--- config.mk ---
export PLATFORM = sky130hd
export DESIGN_NAME = lin_uart_status_flags
export DESIGN_NICKNAME = d
export VERILOG_FILES = /design/src/lin_uart_status_flags.v /design/src/sched_counter.v /design/src/sync2.v
export VERILOG_INCLUDE_DIRS = /design/src /design/src/src
export SDC_FILE = /design/constraint.sdc
export NUM_CORES = 1
export LEC_CHECK = 0
export ABC_AREA = 1
export BUFFER_PORTS_ARGS = -buffer_cell sky130_fd_sc_hd__buf_2
export CAP_MARGIN = 20
export CORE_UTILIZATION = 48
export DETAILED_ROUTE_END_ITERATION = 7
export PLACE_DENSITY = 0.72
export SLEW_MARGIN = 20
export SYNTH_ARGS = -nofsm -noshare
export SYNTH_HDL_FRONTEND = slang
export SYNTH_SLANG_ARGS = --single-unit
export TNS_END_PERCENT = 100
--- constraint.sdc ---
create_clock -name ref_clk_i -period 2.2 [get_ports ref_clk_i]
set_input_delay 0.33 -clock ref_clk_i [delete_from_list [all_inputs] [get_ports ref_clk_i]]
set_output_delay 0.33 -clock ref_clk_i [all_outputs]
set_load 0.05 [all_outputs]
--- src/lin_uart_status_regs.vh ---
`ifndef LIN_UART_STATUS_REGS_VH
`define LIN_UART_STATUS_REGS_VH
// Register byte offsets
`define OFS_CONTROL 8'h80
`define OFS_CLEAR 8'h84
`define OFS_STATUS_HIGH 8'h8C
`define OFS_COMPARE 8'h90
`define OFS_IRQ_STATUS 8'h94
`define OFS_IRQ_MASK 8'h98
// Control register fields
`define CTL_ENABLE 15
`define CTL_MODE_LSB 0
`define CTL_AUTO_FRAME 2
`define CTL_AUTO_CSUM 3
`define CTL_SCHED_EN 4
`define CTL_TX_REQ 8
`define CTL_RX_REQ 9
// Operating modes
`define MODE_LIN_MASTER 2'h0
`define MODE_LIN_SLAVE 2'h1
`define MODE_UART 2'h2
`define MODE_UART_THRU 2'h3
// Status bit positions
`define ST_TX_REQ 15
`define ST_RX_REQ 14
`define ST_TX_EMPTY 13
`define ST_RX_FULL 12
`define ST_RX_OVF 11
`define ST_CSUM_ERR 10
`define ST_SCHED 9
// Reset values
`define STATUS_RESET 16'h0000
`define CONTROL_RESET 16'h0000
`define COMPARE_RESET 16'h0000
`define MASK_RESET 16'h0000
`endif

--- src/lin_uart_status_flags.v ---
`timescale 1ns/1ps
`default_nettype none
`include "lin_uart_status_regs.vh"
module lin_uart_status_flags #(
  parameter CMP_WIDTH = 16
) (
  input wire ref_clk_i, // 20 MHz module clock
  input wire rst_n_i, // Async reset, active low
  input wire ce_i, // Clock enable, freezes state when low
  input wire [7:0] addr_i, // Register byte address
  input wire [15:0] wdata_i, // Write data
  input wire wr_i, // Write strobe
  input wire rd_i, // Read strobe
  output reg [15:0] rdata_o, // Read data, cycle after strobe
  input wire auto_frame_start_i, // Link engine started a frame (pulse)
  input wire tx_done_i, // Transmit processing complete (pulse)
  input wire rx_done_i, // Receive processing complete (pulse)
  input wire tx_last_sent_i, // Last transmit data sent (pulse)
  input wire rx_last_stored_i, // Last expected data stored (pulse)
  input wire rx_byte_i, // Received byte arrives (pulse)
  input wire rx_buf_full_i, // Receive buffer has no room (level)
  input wire csum_mismatch_i, // Checksum compare failed (pulse)
  input wire rx_line_i, // Serial receive pin
  output reg rx_store_o, // Store received byte into buffer
  output reg [15:0] status_o, // Live status high register
  output reg module_enable_o, // Module enable bit
  output reg [1:0] mode_o, // Operating mode
  output reg status_irq_o, // Status interrupt request (pulse)
  output reg irq_o, // Level interrupt, unmasked pending
  output reg rx_line_o // Synchronised serial receive level
);
  reg [15:0] ctl_r;
  reg [CMP_WIDTH-1:0] cmp_r;
  reg [6:0] flags_r;
  reg [6:0] flags_nxt;
  reg [6:0] irq_stat_r;
  reg [6:0] irq_mask_r;
  reg [6:0] clr_w;
  reg [6:0] set_w;
  wire sched_match;
  wire rx_sync;
  wire ctl_wr = wr_i && (addr_i == `OFS_CONTROL);
  wire clr_wr = wr_i && (addr_i == `OFS_CLEAR);
  // A control write acts in its own cycle, so the enabling write may carry a request
  wire [15:0] ctl_eff = ctl_wr ? wdata_i : ctl_r;
  wire enable = ctl_eff[`CTL_ENABLE];
  wire [1:0] mode = ctl_eff[`CTL_MODE_LSB+1:`CTL_MODE_LSB];
  wire is_thru = (mode == `MODE_UART_THRU);
  wire is_master = (mode == `MODE_LIN_MASTER);
  wire is_lin = is_master || (mode == `MODE_LIN_SLAVE);
  wire auto_frame = ctl_eff[`CTL_AUTO_FRAME];
  wire sched_run = enable && is_master && ctl_eff[`CTL_SCHED_EN] && !auto_frame;
  wire [15:0] status_view = {flags_r, 9'h000};
  // Scheduler counter keeps running only while its flag can be produced
  sched_counter #(
    .WIDTH(CMP_WIDTH)
  ) u_sched (
    .ref_clk_i(ref_clk_i),
    .rst_n_i(rst_n_i),
    .ce_i(ce_i),
    .run_i(sched_run),
    .compare_i(cmp_r),
    .match_o(sched_match)
  );
  sync2 #(
    .WIDTH(1)
  ) u_rx_sync (
    .ref_clk_i(ref_clk_i),
    .rst_n_i(rst_n_i),
    .ce_i(ce_i),
    .d_i(rx_line_i),
    .q_o(rx_sync)
  );
  // Flag index: 6 tx req, 5 rx req, 4 tx empty, 3 rx full, 2 ovf, 1 csum, 0 sched
  always @*
  begin
    set_w = 7'h00;
    clr_w = 7'h00;
    set_w[6] = !is_thru && ((ctl_wr && wdata_i[`CTL_TX_REQ] && wdata_i[`CTL_ENABLE])
      || (is_lin && auto_frame && auto_frame_start_i));
    set_w[5] = !is_thru && !is_master && ctl_wr && wdata_i[`CTL_RX_REQ]
      && wdata_i[`CTL_ENABLE];
    set_w[4] = !is_thru && tx_last_sent_i;
    set_w[3] = !is_thru && rx_last_stored_i;
    set_w[2] = !is_thru && !is_master && rx_byte_i && rx_buf_full_i;
    set_w[1] = is_master && ctl_eff[`CTL_AUTO_CSUM] && csum_mismatch_i;
    set_w[0] = sched_run && sched_match;
    clr_w[6] = tx_done_i;
    clr_w[5] = rx_done_i;
    if (clr_wr)
    begin
      clr_w[4] = wdata_i[`ST_TX_EMPTY];
      clr_w[3] = wdata_i[`ST_RX_FULL];
      clr_w[2] = wdata_i[`ST_RX_OVF];
      clr_w[1] = wdata_i[`ST_CSUM_ERR];
      clr_w[0] = wdata_i[`ST_SCHED];
    end
    // Set wins over a clear in the same cycle
    flags_nxt = (flags_r & ~clr_w) | set_w;
    if (!enable)
      flags_nxt = 7'h00;
  end
  always @(posedge ref_clk_i or negedge rst_n_i)
  begin
    if (!rst_n_i)
    begin
      ctl_r <= `CONTROL_RESET;
      cmp_r <= {CMP_WIDTH{1'b0}};
      flags_r <= 7'h00;
      irq_stat_r <= 7'h00;
      irq_mask_r <= 7'h00;
      rdata_o <= 16'h0000;
      rx_store_o <= 1'b0;
      status_o <= `STATUS_RESET;
      module_enable_o <= 1'b0;
      mode_o <= 2'h0;
      status_irq_o <= 1'b0;
      irq_o <= 1'b0;
      rx_line_o <= 1'b0;
    end
    else if (ce_i)
    begin
      // Request bits 9:8 are self-clearing: all other control bits are kept
      if (ctl_wr)
        ctl_r <= {wdata_i[15:10], 2'b00, wdata_i[7:0]};
      if (wr_i && addr_i == `OFS_COMPARE)
        cmp_r <= wdata_i[CMP_WIDTH-1:0];
      flags_r <= flags_nxt;
      // Sticky irq bits; a read clears them but a new event still sets
      if (rd_i && addr_i == `OFS_IRQ_STATUS)
        irq_stat_r <= set_w & {7{enable}};
      else
        irq_stat_r <= irq_stat_r | (set_w & {7{enable}});
      if (wr_i && addr_i == `OFS_IRQ_MASK)
        irq_mask_r <= wdata_i[15:9];
      irq_o <= |(irq_stat_r & irq_mask_r);
      status_irq_o <= set_w[0] && enable;
      rx_store_o <= enable && rx_byte_i && !rx_buf_full_i;
      status_o <= {flags_nxt, 9'h000};
      module_enable_o <= enable;
      mode_o <= mode;
      rx_line_o <= rx_sync;
      rdata_o <= 16'h0000;
      if (rd_i)
      begin
        case (addr_i)
          `OFS_CONTROL: rdata_o <= ctl_r;
          // read-only view, writes have no decode
          `OFS_STATUS_HIGH: rdata_o <= status_view;
          `OFS_COMPARE: rdata_o <= cmp_r;
          `OFS_IRQ_STATUS: rdata_o <= {irq_stat_r, 9'h000};
          `OFS_IRQ_MASK: rdata_o <= {irq_mask_r, 9'h000};
          default: rdata_o <= 16'h0000;
        endcase
      end
    end
  end
endmodule
`default_nettype wire

--- src/sched_counter.v ---
`timescale 1ns/1ps
`default_nettype none
module sched_counter #(
  parameter WIDTH = 16
) (
  input wire ref_clk_i, // Module clock
  input wire rst_n_i, // Async reset, active low
  input wire ce_i, // Clock enable
  input wire run_i, // Count while high, clears when low
  input wire [WIDTH-1:0] compare_i, // Compare value
  output reg match_o // One-cycle match pulse
);
  reg [WIDTH-1:0] count_r;
  always @(posedge ref_clk_i or negedge rst_n_i)
  begin
    if (!rst_n_i)
    begin
      count_r <= {WIDTH{1'b0}};
      match_o <= 1'b0;
    end
    else if (ce_i)
    begin
      if (!run_i)
      begin
        count_r <= {WIDTH{1'b0}};
        match_o <= 1'b0;
      end
      else
      begin
        // Wraps so a match repeats every 2^WIDTH cycles
        count_r <= count_r + {{(WIDTH-1){1'b0}}, 1'b1};
        match_o <= (count_r == compare_i);
      end
    end
  end
endmodule
`default_nettype wire

--- src/sync2.v ---
`timescale 1ns/1ps
`default_nettype none
module sync2 #(
  parameter WIDTH = 1
) (
  input wire ref_clk_i, // Module clock
  input wire rst_n_i, // Async reset, active low
  input wire ce_i, // Clock enable
  input wire [WIDTH-1:0] d_i, // Asynchronous inputs
  output reg [WIDTH-1:0] q_o // Synchronised outputs
);
  reg [WIDTH-1:0] meta_r;
  always @(posedge ref_clk_i or negedge rst_n_i)
  begin
    if (!rst_n_i)
    begin
      meta_r <= {WIDTH{1'b0}};
      q_o <= {WIDTH{1'b0}};
    end
    else if (ce_i)
    begin
      meta_r <= d_i;
      q_o <= meta_r;
    end
  end
endmodule
`default_nettype wire

==> metrics <==
Worst path top cell family by delay=simple AND/OR/NAND/NOR gates; setup slack, reg-to-reg=between 0.4 and 0.5 ns; Layout fillers=just over 1000; Max VDD drop=slightly above 0.0004 V; Synth Area in XOR/XNOR=2.151%; Area contributors post-synth=dfrtp_1 48%, nand2_1 15%, inv_1 7.0%; CP Buf/Inv Count=3; largest net degree at the start of global routing=67; Die Y=slightly above 100 um; Sw Pwr=between 0.8 and 0.9 mW; placed cells=approximately 830; all-layer global routing usage=approximately 27%; combinational share of power=under 10%; Worst-Skew Late Latency=~0.37 ns; FF-to-FF Start=u_sched.count_r[1]; register area=between 2000 and 2500 sq um; Req. time, crit path=roughly 2.5 ns; port bufs=67; Clock transition at path regs=~0.09 ns; worst reg-to-reg path cell count=9; TritonCTS clock tree=yes; via count of the first global-routing pass=4246; most frequent cells in the layout=191 x nand2_1, 93 x dfrtp_1, 91 x inv_1, 66 x buf_2, 59 x nor2_1; share of the synthesized area in the top cell type=approximately 48%; crit-path cells=buf_2 > nor2_4 > nand3_4 > nor2_8 > inv_1 > o21ai_0 > ha_1 > nand2_4 > nor2_4 > nor2_4 > buf_12 > nor2_1; Core Box Area=~10000 sq um; share of cells above drive strength 1=16.90%; Final Skew=between 0.008 and 0.009 ns; overall die width=102.9 um; Yosys warning total=0; post-synth top area cell=dfrtp_1; Hold Path Origin=rx_line_i; worst hold margin=roughly 0.15 ns; outcome=complete, no violations; total congestion overflow=0; max_cap viols=0; row cnt=36; min-delay worst type=primary input to flop; hold path cells=3; Placement Setup Slack=-0.02125 ns; max incr delay on CP=roughly 0.31 ns; Initial Util=around half; final worst slack=0.3336 ns; Critical Path Slowest Stage Cell=o21ai_0; TritonCTS buffer count=9; sequential power share=55.2%; Initial DRC Count=about 260; Multi-input gate area=approximately 2100 sq um; Top cell by count, worst path=nor2_4; cell count along the critical path=12; leak pwr=around 3.0 nW; CP Launch Type=primary input; Synth Area in Compound Gates=about a tenth; Sw Share=between 20% and 30%; total clock sinks=just over 90; Final Non-Filler Cells=849; final worst-path cycle share=84.84%; initial antenna violation count=0; Antenna Nets Post-Route=0; TritonRoute pass-1 iters=5; Clock Tree Root=clkbuf_8; CTS Buffer Depth=2; final slew viol count=0; final hold vios=0; Final min period=1.866 ns; register area share after synthesis=between 40% and 50%; I/O pin total=77; vias per cell=around 5.1; simple-gate share of the synthesized area=between 20 and 30%; main combinational cell family by area after synthesis=simple AND/OR/NAND/NOR gates; CTS resizes=0; clock share of power=approximately a third; vias=between 4000 and 5000; Worst Path Max Fanout=13; Post-Syn Instances=634; n_diodes=0; Die Footprint=roughly 11000 sq um; worst slew pin tran=just under 0.5 ns; Final #Nets=752; WS Path Type=primary input to flop; commonest non-fill, non-tap cell in the layout=nand2_1; post-synthesis mux area share=0%; DRT Wirelength=around 13000 um; Setup crit end kind=flop; WP data arrival=about 2.2 ns; slew margin rel.=between 60 and 70%; synthesis-to-finish area growth=14.21%; DRC violation count after routing=0; # setup viols final=0; P per Cell Area=577.4 nW/um^2; dpl hpwl=roughly 9900 um; post-synthesis register bit count=93; Synth Area in Adders=0.7680%; Mapped Area=~5000 sq um; GP Congestion=0.9350; P_int=2.363 mW; RSZ-0062 raised after global routing=false; reg2reg end=u_sched.count_r[14]; htree depth=3; Max Freq=about 540 MHz; Unique masters post-synth=33; DR WL/cell=roughly 16 um; wire length of the first global-routing pass=about 21000 um; Hold EP=u_rx_sync.meta_r; synthesized area per cell=~7.7 sq um
worst min-delay path: stages:
cell	delay (ns)
buf_2	0.07
nand2_1	0.04
nand2_1	0.05
cell type report:
class | count | area share, %
clock buffers | 12 | 2.421
inverters | 93 | 6.254
flip-flops and latches | 93 | 41.69
multi-input cells | 434 | 37.48
repair buffers | 80 | 8.294
well taps | 133 | 2.981
clock inverters | 4 | 0.8742
synthesized netlist by cell type:
| cell | n |
|---|---|
| a21oi_1 | 37 |
| a221oi_1 | 2 |
| a31oi_2 | 1 |
| buf_1 | 1 |
| buf_12 | 1 |
| buf_2 | 4 |
| buf_4 | 12 |
| clkbuf_1 | 4 |
| clkinv_1 | 1 |
| conb_1 | 1 |
| dfrtp_1 | 93 |
| ha_1 | 3 |
| inv_1 | 91 |
| inv_2 | 1 |
| nand2_1 | 191 |
| nand2_2 | 1 |
| nand2_4 | 4 |
| nand3_1 | 20 |
| nand3_2 | 1 |
| nand3_4 | 1 |
| nand3b_1 | 1 |
| nand4_1 | 9 |
| nor2_1 | 59 |
| nor2_2 | 9 |
| nor2_4 | 10 |
| nor2_8 | 1 |
| nor3_1 | 6 |
| o21ai_0 | 45 |
| o21ai_1 | 1 |
| o21bai_1 | 1 |
| o22ai_1 | 10 |
| xnor2_1 | 2 |
| xor2_1 | 10 |
worst max-delay path by stage:
stage	from	end	slack [ns]
global route	addr_i[6]	u_sched.count_r[4]	0.17
CTS	addr_i[5]	u_sched.count_r[4]	0.37
detailed placement	addr_i[5]	u_sched.count_r[4]	-0.02
global placement	addr_i[5]	u_sched.count_r[3]	0.1
finish	addr_i[5]	u_sched.count_r[4]	0.33
floorplan	addr_i[7]	u_sched.count_r[7]	0.31
kinds of logic after synthesis:
kind of cell,Yosys count
adders and majority gates,3
and+or+nand+nor,313
other,1
buffers and inverters,115
xor gates and xnor gates,12
DFF,93
AOI/OAI and AO/OA,97
layer usage:
layer | global-route usage, % | share of wire, % | routed length (um)
met3 | 5.424 | 4.5 | 599
met1 | 32.98 | 42 | 5549
met2 | 47.54 | 50 | 6663
met5 | 0 | 0 | 0
met4 | 11.81 | 3.0 | 391
state kept, by name (all words and copies together) (netlist names), 2 cells and up:
name             flops
rdata_o             16
irq_mask_r           7
cmp_r               16
u_sched.count_r     16
flags_r              7
irq_stat_r           7
ctl_r               14
mode_o               2
power groups by stage:
stage | sequential (mW) | clock (mW) | combinational (mW)
floorplan | 1.83 | 0 | 0.171
global placement | 1.81 | 0 | 0.313
detailed placement | 1.81 | 0 | 0.319
CTS | 1.78 | 1.15 | 0.322
global route | 1.78 | 1.21 | 0.354
finish | 1.78 | 1.12 | 0.321
what timing repair did:
action,in CTS,in global routing
hold endpoints to repair,27,0
hold buffers,1,0
buffers inserted,0,0
metrics by stage:
step	util [%]	setup TNS, ns	total power [mW]	instance area [sq um]
2_1_floorplan	-	0	2.000	4917
3_3_place_gp	54.87	0	2.125	5388
3_5_place_dp	54.87	-0.02125	2.132	5388
4_1_cts	56.84	0	3.249	5582
5_1_grt	56.84	0	3.347	5582
6_report	56.84	0	3.223	5582
No activity file was read; power rests on OpenSTA's default activity.
